## src/rlsb_pkg.sv

```systemverilog
package rlsb_pkg;

  // Register map
  localparam int ADDR_W = 12;
  localparam logic [11:0] RLS_TWO_ADDR = 12'h091;
  localparam logic [11:0] RLS_THREE_ADDR = 12'h092;
  localparam logic [11:0] RLS_FOUR_ADDR = 12'h093;
  localparam logic [7:0] RLS_RESET = 8'h00;
  localparam logic [7:0] RLS_TWO_INT_MASK = 8'h0F;

  // Field positions, second register (E1)
  localparam int B2_CRC_RESYNC = 6;
  localparam int B2_CAS_RESYNC = 5;
  localparam int B2_FAS_RESYNC = 4;
  localparam int B2_SIG_ONES = 3;
  localparam int B2_SIG_ZEROS = 2;
  localparam int B2_CRC4_MF = 1;
  localparam int B2_ALIGN = 0;
  // Field positions, third register
  localparam int B3_CLK_CLEAR = 7;
  localparam int B3_SPARE_CLEAR = 6;
  localparam int B3_LOOPDN_CLEAR = 5;
  localparam int B3_LOOPUP_CLEAR = 4;
  localparam int B3_V52_CLEAR = 5;
  localparam int B3_DMA_CLEAR = 4;
  localparam int B3_CLK_DETECT = 3;
  localparam int B3_SPARE_DETECT = 2;
  localparam int B3_LOOPDN_DETECT = 1;
  localparam int B3_LOOPUP_DETECT = 0;
  localparam int B3_V52_DETECT = 1;
  localparam int B3_DMA_DETECT = 0;
  // Field positions, fourth register
  localparam int B4_FULL = 7;
  localparam int B4_EMPTY = 6;
  localparam int B4_SLIP = 5;
  localparam int B4_SIG_CHANGE = 3;
  localparam int B4_ONE_SEC = 2;
  localparam int B4_TIMER = 1;
  localparam int B4_MF = 0;

  // Error counter configuration field
  localparam int CFG_SHORT_INTERVAL = 0;

  // Detection figures
  localparam int CRC_WINDOW = 1000;
  localparam int CRC_ERR_LIMIT = 915;
  localparam int FAS_ERR_RUN = 3;
  localparam int SIG_ONES_FRAMES = 16;
  localparam int SIG_ONES_MAX_ZEROS = 3;
  localparam int DMA_BIT = 2;
  localparam int D4_MF_FRAMES = 12;
  localparam int ESF_MF_FRAMES = 24;
  localparam int E1_MF_FRAMES = 16;

  // Timing: channel times, clock and line rates
  localparam int CLK_PERIOD_NS = 10;
  localparam int CHAN_TIME_T1_NS = 5181;
  localparam int CHAN_TIME_E1_NS = 3906;
  localparam int CHAN_CYC_T1 = (CHAN_TIME_T1_NS + CLK_PERIOD_NS - 1) / CLK_PERIOD_NS;
  localparam int CHAN_CYC_E1 = (CHAN_TIME_E1_NS + CLK_PERIOD_NS - 1) / CLK_PERIOD_NS;
  localparam int LINE_RATE_T1_KHZ = 1544;
  localparam int LINE_RATE_E1_KHZ = 2048;
  localparam int ONE_SECOND_MS = 1000;
  localparam int SHORT_T1_US = 42000;
  localparam int SHORT_E1_US = 62500;
  localparam int SEC_EDGES_T1 = LINE_RATE_T1_KHZ * ONE_SECOND_MS;
  localparam int SEC_EDGES_E1 = LINE_RATE_E1_KHZ * ONE_SECOND_MS;
  localparam int SHORT_EDGES_T1 = LINE_RATE_T1_KHZ * SHORT_T1_US / 1000;
  localparam int SHORT_EDGES_E1 = LINE_RATE_E1_KHZ * SHORT_E1_US / 1000;

  // Per-frame report from the framer
  typedef struct packed {
    logic strobe;
    logic mf_start;
    logic [7:0] ts16;
  } rlsb_frame_t;

  // Checked alignment or code word
  typedef struct packed {
    logic valid;
    logic err;
  } rlsb_word_t;

  // Live conditions from the code detectors
  typedef struct packed {
    logic spare;
    logic loopdown;
    logic loopup;
    logic v52;
  } rlsb_cond_t;

  typedef struct packed {
    logic [7:0] bits;
  } rlsb_latch_state_t;

  typedef struct packed {
    logic rclk_s1;
    logic rclk_s2;
    logic rclk_s3;
    logic [9:0] idle_cnt;
    logic clock_loss;
    logic [20:0] sec_cnt;
    logic [20:0] upd_cnt;
    logic [4:0] frame_cnt;
    logic [9:0] crc_words;
    logic [9:0] crc_errs;
    logic cas_err_prev;
    logic [1:0] fas_run;
    logic [3:0] ones_frames;
    logic [1:0] ones_zeros;
    logic zeros_all;
    logic dma_prev;
    logic dma_alarm;
    rlsb_cond_t cond_prev;
    logic [7:0] rdata;
    logic rvalid;
  } rlsb_state_t;

endpackage : rlsb_pkg

```

## src/rlsb_latch_byte.sv

```systemverilog
`timescale 1ns/1ps
module rlsb_latch_byte (
  // Clock and reset
  input wire logic clock_i,
  input wire logic rst_n_i,
  input wire logic ce_i,
  // Events and read clear
  input wire logic [7:0] set_i,
  input wire logic clear_i,
  // Latched bits
  output logic [7:0] bits_o
);

  rlsb_pkg::rlsb_latch_state_t state_reg;
  rlsb_pkg::rlsb_latch_state_t state_next;
  logic [7:0] bit_next;

  genvar i;
  generate
    for (i = 0; i < 8; i++)
    begin : g_bit
      // Set wins over a clear in the same cycle
      assign bit_next[i] = set_i[i] | (state_reg.bits[i] & ~clear_i);
    end
  endgenerate

  always_comb
  begin
    state_next = state_reg;
    state_next.bits = bit_next;
  end

  always_ff @(posedge clock_i)
  begin
    if (!rst_n_i)
      state_reg <= '{bits: rlsb_pkg::RLS_RESET};
    else if (ce_i)
      state_reg <= state_next;
  end

  assign bits_o = state_reg.bits;

endmodule : rlsb_latch_byte

```

## src/rlsb_status_bank.sv

```systemverilog
`timescale 1ns/1ps
module rlsb_status_bank #(
  parameter int SEC_EDGES_T1 = rlsb_pkg::SEC_EDGES_T1,
  parameter int SEC_EDGES_E1 = rlsb_pkg::SEC_EDGES_E1,
  parameter int SHORT_EDGES_T1 = rlsb_pkg::SHORT_EDGES_T1,
  parameter int SHORT_EDGES_E1 = rlsb_pkg::SHORT_EDGES_E1
) (
  // Clock, reset, enable
  input wire logic clock_i,
  input wire logic rst_n_i,
  input wire logic ce_i,
  // Configuration
  input wire logic mode_t1_i,
  input wire logic esf_i,
  input wire logic crc4_en_i,
  input wire logic [7:0] error_counter_config_i,
  input wire logic [31:0] sig_change_enable_i,
  // Receive line clock pin
  input wire logic rclk_i,
  // Framer reports
  input wire rlsb_pkg::rlsb_frame_t frame_i,
  input wire rlsb_pkg::rlsb_word_t crc_word_i,
  input wire rlsb_pkg::rlsb_word_t cas_word_i,
  input wire rlsb_pkg::rlsb_word_t fas_word_i,
  input wire logic crc4_mf_boundary_i,
  input wire rlsb_pkg::rlsb_cond_t cond_i,
  input wire logic [31:0] sig_changed_i,
  input wire logic elastic_full_i,
  input wire logic elastic_empty_i,
  input wire logic manual_latch_i,
  // Microprocessor read port
  input wire logic rd_i,
  input wire logic [rlsb_pkg::ADDR_W-1:0] addr_i,
  output logic [7:0] rdata_o,
  output logic rvalid_o,
  // Status
  output logic rx_clock_loss_o,
  output logic int_pending_o
);

  rlsb_pkg::rlsb_state_t st_reg;
  rlsb_pkg::rlsb_state_t st_next;

  logic [7:0] set_two;
  logic [7:0] set_three;
  logic [7:0] set_four;
  logic [7:0] lat_two;
  logic [7:0] lat_three;
  logic [7:0] lat_four;
  logic clr_two;
  logic clr_three;
  logic clr_four;

  // Event strobes formed in the combinational process
  logic crc_resync_event;
  logic cas_resync_event;
  logic fas_resync_event;
  logic sig_all_ones_event;
  logic sig_all_zeros_event;
  logic crc4_multiframe_event;
  logic align_frame_event;
  logic rx_multiframe_event;
  logic one_second_event;
  logic timer_event;

  logic [9:0] idle_limit;
  logic [20:0] sec_last;
  logic [20:0] short_last;
  logic [4:0] mf_last;
  logic [4:0] frame_pos;
  logic rclk_edge;
  logic rclk_rise;
  logic [3:0] zero_count;

  always_comb
  begin
    st_next = st_reg;
    crc_resync_event = 1'b0;
    cas_resync_event = 1'b0;
    fas_resync_event = 1'b0;
    sig_all_ones_event = 1'b0;
    sig_all_zeros_event = 1'b0;
    crc4_multiframe_event = 1'b0;
    align_frame_event = 1'b0;
    rx_multiframe_event = 1'b0;
    one_second_event = 1'b0;
    timer_event = 1'b0;
    zero_count = 4'h0;

    idle_limit = mode_t1_i ? 10'(rlsb_pkg::CHAN_CYC_T1 - 1) : 10'(rlsb_pkg::CHAN_CYC_E1 - 1);
    sec_last = mode_t1_i ? 21'(SEC_EDGES_T1 - 1) : 21'(SEC_EDGES_E1 - 1);
    short_last = mode_t1_i ? 21'(SHORT_EDGES_T1 - 1) : 21'(SHORT_EDGES_E1 - 1);
    if (mode_t1_i)
      mf_last = esf_i ? 5'(rlsb_pkg::ESF_MF_FRAMES - 1) : 5'(rlsb_pkg::D4_MF_FRAMES - 1);
    else
      mf_last = 5'(rlsb_pkg::E1_MF_FRAMES - 1);
    // A marked frame is position 0 itself, not the one after it
    frame_pos = frame_i.mf_start ? 5'h00 : st_reg.frame_cnt;

    // Pin passes two flops; the third only feeds edge detection
    st_next.rclk_s1 = rclk_i;
    st_next.rclk_s2 = st_reg.rclk_s1;
    st_next.rclk_s3 = st_reg.rclk_s2;
    rclk_edge = st_reg.rclk_s2 ^ st_reg.rclk_s3;
    rclk_rise = st_reg.rclk_s2 & ~st_reg.rclk_s3;

    // Loss of receive clock: one channel time without a transition
    if (rclk_edge)
    begin
      st_next.idle_cnt = 10'h000;
      st_next.clock_loss = 1'b0;
    end
    else if (st_reg.idle_cnt >= idle_limit)
      st_next.clock_loss = 1'b1;
    else
      st_next.idle_cnt = st_reg.idle_cnt + 10'h001;

    // Timers run on recovered clock edges, so they stall with the line
    if (rclk_rise)
    begin
      if (st_reg.sec_cnt >= sec_last)
      begin
        st_next.sec_cnt = 21'h000000;
        one_second_event = 1'b1;
      end
      else
        st_next.sec_cnt = st_reg.sec_cnt + 21'h000001;
      if (st_reg.upd_cnt >= short_last)
        st_next.upd_cnt = 21'h000000;
      else
        st_next.upd_cnt = st_reg.upd_cnt + 21'h000001;
    end
    if (error_counter_config_i[rlsb_pkg::CFG_SHORT_INTERVAL])
      timer_event = rclk_rise && (st_reg.upd_cnt >= short_last);
    else
      timer_event = one_second_event;
    if (manual_latch_i)
      timer_event = 1'b1;

    // Frame position within the multiframe
    if (frame_i.strobe)
    begin
      if (frame_pos >= mf_last)
        st_next.frame_cnt = 5'h00;
      else
        st_next.frame_cnt = frame_pos + 5'h01;
      rx_multiframe_event = (frame_pos == mf_last);
      align_frame_event = !mode_t1_i && frame_pos[0];
    end

    // Free-running boundary keeps the event alive without CRC-4
    if (!mode_t1_i)
      crc4_multiframe_event = crc4_en_i ? crc4_mf_boundary_i : rx_multiframe_event;

    // CRC-4 codeword error ratio over a block of words
    if (crc_word_i.valid && !mode_t1_i)
    begin
      if (crc_word_i.err)
      begin
        st_next.crc_errs = st_reg.crc_errs + 10'h001;
        crc_resync_event = (st_reg.crc_errs == 10'(rlsb_pkg::CRC_ERR_LIMIT - 1));
      end
      if (st_reg.crc_words >= 10'(rlsb_pkg::CRC_WINDOW - 1))
      begin
        st_next.crc_words = 10'h000;
        st_next.crc_errs = 10'h000;
      end
      else
        st_next.crc_words = st_reg.crc_words + 10'h001;
    end

    if (cas_word_i.valid && !mode_t1_i)
    begin
      cas_resync_event = cas_word_i.err && st_reg.cas_err_prev;
      st_next.cas_err_prev = cas_word_i.err && !st_reg.cas_err_prev;
    end

    if (fas_word_i.valid && !mode_t1_i)
    begin
      if (!fas_word_i.err)
        st_next.fas_run = 2'h0;
      else if (st_reg.fas_run == 2'(rlsb_pkg::FAS_ERR_RUN - 1))
      begin
        fas_resync_event = 1'b1;
        st_next.fas_run = 2'h0;
      end
      else
        st_next.fas_run = st_reg.fas_run + 2'h1;
    end

    // Time slot 16 content checks, valid in CAS and CCS alike
    if (frame_i.strobe && !mode_t1_i)
    begin
      for (int b = 0; b < 8; b++)
        zero_count = zero_count + {3'h0, ~frame_i.ts16[b]};
      if (st_reg.ones_frames == 4'(rlsb_pkg::SIG_ONES_FRAMES - 1))
      begin
        sig_all_ones_event = ({2'h0, st_reg.ones_zeros} + zero_count)
                             < 4'(rlsb_pkg::SIG_ONES_MAX_ZEROS);
        st_next.ones_zeros = 2'h0;
      end
      else if (zero_count >= 4'(rlsb_pkg::SIG_ONES_MAX_ZEROS) ||
               ({2'h0, st_reg.ones_zeros} + zero_count) >= 4'(rlsb_pkg::SIG_ONES_MAX_ZEROS))
        st_next.ones_zeros = 2'(rlsb_pkg::SIG_ONES_MAX_ZEROS);
      else
        st_next.ones_zeros = st_reg.ones_zeros + zero_count[1:0];
      st_next.ones_frames = st_reg.ones_frames + 4'h1;

      if (frame_pos == 5'h00)
        st_next.zeros_all = (frame_i.ts16 == 8'h00);
      else
        st_next.zeros_all = st_reg.zeros_all && (frame_i.ts16 == 8'h00);
      sig_all_zeros_event = (frame_pos == mf_last) && st_reg.zeros_all
                            && (frame_i.ts16 == 8'h00);

      // Distant alarm needs the bit in two multiframes running
      if (frame_pos == 5'h00)
      begin
        st_next.dma_prev = frame_i.ts16[rlsb_pkg::DMA_BIT];
        st_next.dma_alarm = frame_i.ts16[rlsb_pkg::DMA_BIT] && st_reg.dma_prev;
      end
    end

    st_next.cond_prev = cond_i;

    // Read data is registered; the read clears the addressed byte, except the second register in T1 mode
    st_next.rvalid = rd_i;
    if (rd_i)
    begin
      unique case (addr_i)
        rlsb_pkg::RLS_TWO_ADDR: st_next.rdata = mode_t1_i ? 8'h00 : lat_two;
        rlsb_pkg::RLS_THREE_ADDR: st_next.rdata = lat_three;
        rlsb_pkg::RLS_FOUR_ADDR: st_next.rdata = lat_four;
        default: st_next.rdata = 8'h00;
      endcase
    end
  end

  // Second register, E1 layout only
  always_comb
  begin
    set_two = 8'h00;
    set_two[rlsb_pkg::B2_CRC_RESYNC] = crc_resync_event;
    set_two[rlsb_pkg::B2_CAS_RESYNC] = cas_resync_event;
    set_two[rlsb_pkg::B2_FAS_RESYNC] = fas_resync_event;
    set_two[rlsb_pkg::B2_SIG_ONES] = sig_all_ones_event;
    set_two[rlsb_pkg::B2_SIG_ZEROS] = sig_all_zeros_event;
    set_two[rlsb_pkg::B2_CRC4_MF] = crc4_multiframe_event;
    set_two[rlsb_pkg::B2_ALIGN] = align_frame_event;
  end

  // Third register, layout chosen by line mode
  always_comb
  begin
    set_three = 8'h00;
    set_three[rlsb_pkg::B3_CLK_DETECT] = st_next.clock_loss & ~st_reg.clock_loss;
    set_three[rlsb_pkg::B3_CLK_CLEAR] = ~st_next.clock_loss & st_reg.clock_loss;
    if (mode_t1_i)
    begin
      set_three[rlsb_pkg::B3_SPARE_DETECT] = cond_i.spare & ~st_reg.cond_prev.spare;
      set_three[rlsb_pkg::B3_SPARE_CLEAR] = ~cond_i.spare & st_reg.cond_prev.spare;
      set_three[rlsb_pkg::B3_LOOPDN_DETECT] = cond_i.loopdown & ~st_reg.cond_prev.loopdown;
      set_three[rlsb_pkg::B3_LOOPDN_CLEAR] = ~cond_i.loopdown & st_reg.cond_prev.loopdown;
      set_three[rlsb_pkg::B3_LOOPUP_DETECT] = cond_i.loopup & ~st_reg.cond_prev.loopup;
      set_three[rlsb_pkg::B3_LOOPUP_CLEAR] = ~cond_i.loopup & st_reg.cond_prev.loopup;
    end
    else
    begin
      set_three[rlsb_pkg::B3_V52_DETECT] = cond_i.v52 & ~st_reg.cond_prev.v52;
      set_three[rlsb_pkg::B3_V52_CLEAR] = ~cond_i.v52 & st_reg.cond_prev.v52;
      set_three[rlsb_pkg::B3_DMA_DETECT] = st_next.dma_alarm & ~st_reg.dma_alarm;
      set_three[rlsb_pkg::B3_DMA_CLEAR] = ~st_next.dma_alarm & st_reg.dma_alarm;
    end
  end

  // Fourth register
  always_comb
  begin
    set_four = 8'h00;
    set_four[rlsb_pkg::B4_FULL] = elastic_full_i;
    set_four[rlsb_pkg::B4_EMPTY] = elastic_empty_i;
    set_four[rlsb_pkg::B4_SLIP] = elastic_full_i | elastic_empty_i;
    set_four[rlsb_pkg::B4_SIG_CHANGE] = |(sig_changed_i & sig_change_enable_i);
    set_four[rlsb_pkg::B4_ONE_SEC] = one_second_event;
    set_four[rlsb_pkg::B4_TIMER] = timer_event;
    set_four[rlsb_pkg::B4_MF] = rx_multiframe_event;
  end

  assign clr_two = rd_i && (addr_i == rlsb_pkg::RLS_TWO_ADDR) && !mode_t1_i;
  assign clr_three = rd_i && (addr_i == rlsb_pkg::RLS_THREE_ADDR);
  assign clr_four = rd_i && (addr_i == rlsb_pkg::RLS_FOUR_ADDR);

  rlsb_latch_byte u_two (
    .clock_i(clock_i),
    .rst_n_i(rst_n_i),
    .ce_i(ce_i),
    .set_i(set_two),
    .clear_i(clr_two),
    .bits_o(lat_two)
  );

  rlsb_latch_byte u_three (
    .clock_i(clock_i),
    .rst_n_i(rst_n_i),
    .ce_i(ce_i),
    .set_i(set_three),
    .clear_i(clr_three),
    .bits_o(lat_three)
  );

  rlsb_latch_byte u_four (
    .clock_i(clock_i),
    .rst_n_i(rst_n_i),
    .ce_i(ce_i),
    .set_i(set_four),
    .clear_i(clr_four),
    .bits_o(lat_four)
  );

  always_ff @(posedge clock_i)
  begin
    if (!rst_n_i)
      st_reg <= '0;
    else if (ce_i)
      st_reg <= st_next;
  end

  assign rdata_o = st_reg.rdata;
  assign rvalid_o = st_reg.rvalid;
  assign rx_clock_loss_o = st_reg.clock_loss;
  // Only the low nibble of the second register may request service
  assign int_pending_o = (!mode_t1_i && |(lat_two & rlsb_pkg::RLS_TWO_INT_MASK))
                         || |lat_three || |lat_four;

endmodule : rlsb_status_bank

```

## config.mk

```make
export PLATFORM = sky130hd
export DESIGN_NAME = rlsb_status_bank
export DESIGN_NICKNAME = d
export VERILOG_FILES = /design/src/rlsb_pkg.sv /design/src/rlsb_latch_byte.sv /design/src/rlsb_status_bank.sv
export SDC_FILE = /design/constraint.sdc
export NUM_CORES = 1
export LEC_CHECK = 0
export BUFFER_PORTS_ARGS = -buffer_cell sky130_fd_sc_hd__clkbuf_2
export CAP_MARGIN = 25
export CORE_MARGIN = 3
export CORE_UTILIZATION = 35
export CTS_CLUSTER_SIZE = 8
export DETAILED_ROUTE_END_ITERATION = 7
export GPL_TIMING_DRIVEN = 0
export PLACE_DENSITY = 0.66
export SLEW_MARGIN = 10
export SYNTH_ARGS = -nofsm -noshare
export SYNTH_HDL_FRONTEND = slang
export SYNTH_HIERARCHICAL = 1
export SYNTH_SLANG_ARGS = --single-unit
```

## constraint.sdc

```tcl
create_clock -name clock_i -period 4.1 [get_ports clock_i]
set_input_delay 0.615 -clock clock_i [delete_from_list [all_inputs] [get_ports clock_i]]
set_output_delay 0.615 -clock clock_i [all_outputs]
set_load 0.02 [all_outputs]
```

==> impl_results.rst <==
.. list-table::
   :header-rows: 1

   * - Metric
     - Value
   * - Run status
     - complete, but fails checks
   * - Violated checks
     - negative setup slack
   * - TritonCTS clock tree
     - done
   * - Residual antenna-violating net count after detailed routing
     - 0
   * - Number of global-route vias before repair
     - around 6000
   * - Initial standard-cell utilization of the core
     - between 30% and 40%
   * - Count of buffers inserted at the top-level ports
     - 119
   * - First-pass iteration count of the detailed router
     - 5
   * - HPWL Detailed
     - 13.1 mm
   * - Hold-fix buffers, CTS
     - 0
   * - Synth-to-layout area growth
     - 22.1%
   * - Slew headroom
     - approximately 41%
   * - Fraction of the core area covered by cells at the end of the flow
     - a little over two fifths
   * - Number of nets in the finished design
     - between 1000 and 1500
   * - Proportion of synthesized chip area in sequential cells
     - a little over a third
   * - Vias after detailed routing
     - ~6300
   * - Placer Congestion
     - about 0.81
   * - Diodes inserted
     - 0
   * - R2R setup slack
     - approximately 1.8 ns
   * - Worst endpoint required time
     - between 4 and 5 ns
   * - Final Cycle Share
     - 101%
   * - Clock-pin slew of the registers on the worst-case setup and hold paths
     - 0.06 ns
   * - Filler Cell Count
     - 2028
   * - Max_cap viols
     - 0
   * - Htree depth
     - 4
   * - Tot Pwr
     - 3.31 mW
   * - Number of enable flip-flop cells after synthesis
     - 0
   * - Postcts setup bufs
     - 0
   * - Largest family of logic cells by synthesized area
     - simple AND/OR/NAND/NOR gates
   * - Cell Count, Final, Fillers Out
     - ~1300
   * - Worst-case clock buffer depth
     - 2
   * - R2R Path End
     - st_reg[45]
   * - Fraction of the mapped netlist area in adder cells
     - roughly 7.6%
   * - Area of the multi-input gates
     - roughly 0.0043 mm2
   * - Final std cell area, no fill
     - 0.00887 mm2
   * - Number of standard cells after synthesis
     - 850
   * - Xor/xnor share of the synthesized area
     - 7.11%
   * - Final Max Tran Viols
     - 0
   * - Pin count of the biggest net entering global routing
     - 17
   * - P per Cell Area
     - between 300 and 400 mW/mm2
   * - Cell count after placement
     - 1240
   * - Setup repair after global routing missed its margin
     - true
   * - Final worst setup slack
     - -0.0530 ns
   * - Hold WC Path Type
     - reg2reg
   * - Startpoint of the worst setup timing path
     - frame_i[0]
   * - Measured slew at the worst slew-check pin
     - between 0.8 and 0.9 ns
   * - Peak fanout along the critical path
     - 3
   * - Insertion delay of the later-clocked pin in the worst-skew pair
     - 0.42 ns
   * - Inserted Clock Buffers
     - 17
   * - Worst setup path endpoint
     - u_two/bits_o[3]
   * - Portion of netlist area occupied by mux cells
     - 3.34%
   * - Pre-CTS worst setup slack
     - -0.529 ns
   * - Register area
     - 0.00260 mm2
   * - Number of failing hold endpoints at the final stage
     - 0
   * - Proportion of synthesized flip-flops having asynchronous set or reset
     - 0%
   * - Die width
     - between 150 and 200 um
   * - Startpoint-to-endpoint class of the critical path
     - in2reg
   * - Area share of and/or/nand/nor cells after synthesis
     - between 20% and 30%
   * - Setup crit start kind
     - input pin
   * - Synth cell types
     - roughly 70
   * - Min-Delay Path Depth
     - 2
   * - Clock period minus worst slack
     - 4.15 ns
   * - Static leakage
     - around 3.5 nW
   * - Data arrival, critical path
     - roughly 4.5 ns
   * - Layout cells sized above 1
     - a little under a quarter
   * - Clk Tree Root Cell
     - sky130_fd_sc_hd__clkbuf_16
   * - Max IR drop VDD
     - roughly 0.23 mV
   * - Number of setup violations in the final report
     - 1
   * - Boundary Pins
     - around 130
   * - Number of cell rows
     - 52
   * - Initial antenna violation count
     - 0
   * - Detailed-route wire length per cell
     - ~14 um
   * - Flip-flop count of the largest register, all copies and words added
     - 94
   * - Depth of the worst register-to-register path
     - 6
   * - Share of the synthesized area in compound gates (AO/OA/AOI/OAI)
     - between 10% and 20%
   * - Final worst clock skew
     - roughly 0.0085 ns
   * - Aggregate global routing overflow
     - 0
   * - Global-route wire length before repair
     - around 29 mm
   * - Dominant register cell in the synthesized netlist
     - sky130_fd_sc_hd__dfxtp_1
   * - DRT Wirelength
     - roughly 18 mm
   * - Violation count after the first detailed-routing iteration
     - 280
   * - Die Outline Area
     - approximately 0.023 mm2
   * - CTS Sinks
     - between 100 and 150
   * - Mean cell area of the mapped netlist
     - 8.55 um2
   * - Final routed DRC violation total
     - 0
   * - Highest attainable clock frequency
     - 0.241 GHz
   * - Setup crit end kind
     - flop
   * - Post-synth design cell area
     - ~0.0073 mm2
   * - Flops & latches, synth
     - 130
   * - Synth Warn #
     - 6
   * - Via density per instance
     - ~5.0
   * - Placed standard-cell area
     - 0.00821 mm2
   * - Die height
     - approximately 150 um
   * - Total routing usage reported by global routing
     - 15.8%
   * - Reg-to-reg critical path startpoint
     - st_reg[47]
   * - Area of the placeable core
     - between 0.02 and 0.025 mm2
-- synthesized netlist by cell type, types with 3 or more instances --
library cell                instances  area (um2)
sky130_fd_sc_hd__mux2i_1           22         220
sky130_fd_sc_hd__or4b_2             3        30.0
sky130_fd_sc_hd__or4_1              4        30.0
sky130_fd_sc_hd__and4_1            10        87.6
sky130_fd_sc_hd__clkbuf_2           3        15.0
sky130_fd_sc_hd__ha_1              36         450
sky130_fd_sc_hd__a22o_1             3        26.3
sky130_fd_sc_hd__nand4_1           22         138
sky130_fd_sc_hd__a21oi_1           21         105
sky130_fd_sc_hd__o2111ai_1          3        26.3
sky130_fd_sc_hd__clkbuf_4           3        22.5
sky130_fd_sc_hd__or2_2              5        31.3
sky130_fd_sc_hd__buf_2              5        25.0
sky130_fd_sc_hd__o21ai_2           25         219
sky130_fd_sc_hd__xnor2_1           40         350
sky130_fd_sc_hd__nand2b_1           8        50.1
sky130_fd_sc_hd__a31o_2             3        26.3
sky130_fd_sc_hd__nor2b_1           16         100
sky130_fd_sc_hd__and2_1            12        75.1
sky130_fd_sc_hd__nor3b_1            4        30.0
sky130_fd_sc_hd__fa_1               5         100
sky130_fd_sc_hd__nor3_1            12        60.1
sky130_fd_sc_hd__or3_1              6        37.5
sky130_fd_sc_hd__dfxtp_1          130        2600
sky130_fd_sc_hd__nor4b_1            3        26.3
sky130_fd_sc_hd__nand3b_1           6        45.0
sky130_fd_sc_hd__nor2_1            94         353
sky130_fd_sc_hd__xor2_1            19         166
sky130_fd_sc_hd__and2_4             3        26.3
sky130_fd_sc_hd__nand3_1           58         290
sky130_fd_sc_hd__o21ai_0           34         170
sky130_fd_sc_hd__a221oi_1           5        43.8
sky130_fd_sc_hd__nor4_1            16         100
sky130_fd_sc_hd__inv_1             27         101
sky130_fd_sc_hd__a21boi_0           7        52.6
sky130_fd_sc_hd__nand2_1           89         334
sky130_fd_sc_hd__buf_6              6        67.6
sky130_fd_sc_hd__clkbuf_1          15        56.3
sky130_fd_sc_hd__a31oi_1            4        25.0
sky130_fd_sc_hd__and3_1             6        37.5
sky130_fd_sc_hd__a22oi_1           13        97.6
sky130_fd_sc_hd__buf_4              8        60.1
-- routing by layer --
metal	global-route usage, %	routed length, um	up-vias
met2	24.6	8070	86
met1	21.9	8600	2943
met3	4.30	701	11
met4	3.39	133	0
met5	0	0	-
li1	-	-	3289
-- power breakdown --
| group | leakage, nW | total, mW | internal, mW | switching (mW) |
|---|---|---|---|---|
| Combinational | 2.17 | 0.350 | 0.159 | 0.191 |
| Sequential | 1.05 | 1.30 | 1.29 | 0.0187 |
| Clock | 0.306 | 1.65 | 1.08 | 0.577 |
-- how the worst min path moves through the flow --
stage | start | to | slack [ns]
2_1_floorplan | rdata_o[0] | rdata_o[0] | 0.43
3_3_place_gp | rdata_o[4] | rdata_o[4] | 0.44
3_5_place_dp | rdata_o[4] | rdata_o[4] | 0.45
4_1_cts | elastic_full_i | u_four/bits_o[7] | 0.44
5_1_grt | elastic_full_i | u_four/bits_o[7] | 0.46
6_report | rdata_o[6] | rdata_o[6] | 0.45
-- critical path, cell delays in order --
cell and delay [ns]:
sky130_fd_sc_hd__clkbuf_2 0.10, sky130_fd_sc_hd__fa_1 0.53, sky130_fd_sc_hd__inv_1 0.05, sky130_fd_sc_hd__fa_1 0.49, sky130_fd_sc_hd__fa_1 0.41, sky130_fd_sc_hd__ha_2 0.20, sky130_fd_sc_hd__fa_2 0.56, sky130_fd_sc_hd__ha_1 0.24
sky130_fd_sc_hd__a21oi_2 0.17, sky130_fd_sc_hd__xnor2_1 0.14, sky130_fd_sc_hd__nand2_1 0.07, sky130_fd_sc_hd__mux4_2 0.50, sky130_fd_sc_hd__a2111oi_4 0.22, sky130_fd_sc_hd__nand3_1 0.14, sky130_fd_sc_hd__o21ai_2 0.07
-- layout by cell type, fill, tap and decap left out, types with 5 or more instances in the layout --
cell type                   count
sky130_fd_sc_hd__bufinv_16      5
sky130_fd_sc_hd__nor2b_1       16
sky130_fd_sc_hd__xnor2_1       40
sky130_fd_sc_hd__nand3b_1       6
sky130_fd_sc_hd__a221oi_1       5
sky130_fd_sc_hd__nor3_1        12
sky130_fd_sc_hd__o21ai_2       25
sky130_fd_sc_hd__inv_1         27
sky130_fd_sc_hd__a21oi_1       20
sky130_fd_sc_hd__clkbuf_2     122
sky130_fd_sc_hd__or3_1          6
sky130_fd_sc_hd__ha_1          35
sky130_fd_sc_hd__nand2b_1       8
sky130_fd_sc_hd__clkbuf_1      16
sky130_fd_sc_hd__and4_1        10
sky130_fd_sc_hd__buf_6          6
sky130_fd_sc_hd__dfxtp_1      130
sky130_fd_sc_hd__a22oi_1       13
sky130_fd_sc_hd__xor2_1        19
sky130_fd_sc_hd__nand4_1       22
sky130_fd_sc_hd__and2_1        12
sky130_fd_sc_hd__o21ai_0       34
sky130_fd_sc_hd__buf_2          5
sky130_fd_sc_hd__clkbuf_16     17
sky130_fd_sc_hd__buf_4          8
sky130_fd_sc_hd__mux2i_1       22
sky130_fd_sc_hd__nand2_1       89
sky130_fd_sc_hd__and3_1         6
sky130_fd_sc_hd__nor4_1        16
sky130_fd_sc_hd__a21boi_0       7
sky130_fd_sc_hd__nand3_1       58
sky130_fd_sc_hd__nor2_1        94
sky130_fd_sc_hd__or2_2          5
-- per-stage QoR --
step | TNS (ns) | hold WS (ns)
after floorplan | -0.204 | 0.426
after global placement | -0.722 | 0.443
after detailed placement | -0.869 | 0.445
after CTS | -0.0467 | 0.443
after global routing | -0.164 | 0.457
final | -0.0530 | 0.454
-- area by class of cell --
| type | instances | area share (%) |
|---|---|---|
| clock buffer | 18 | 4.84 |
| sequential | 130 | 29.3 |
| tap | 270 | 3.81 |
| clock inverter | 14 | 2.37 |
| buffer | 41 | 2.82 |
| multi-input combinational | 653 | 49.0 |
| timing repair buffer | 119 | 6.72 |
| inverter | 27 | 1.14 |
-- cell families after synthesis --
kind of cell    after synthesis
buf+inv                      68
fa+ha+maj                    41
other cells                   1
xor+xnor                     59
flops                       130
simple gates                391
mux                          23
compound gates              137
-- what timing repair did --
item,CTS,global route
hold endpoints to repair,0,0
pin swaps,2,0
gates resized for setup,2,0
setup endpoints to repair,1,1
Power figures use the tool's default switching activity.
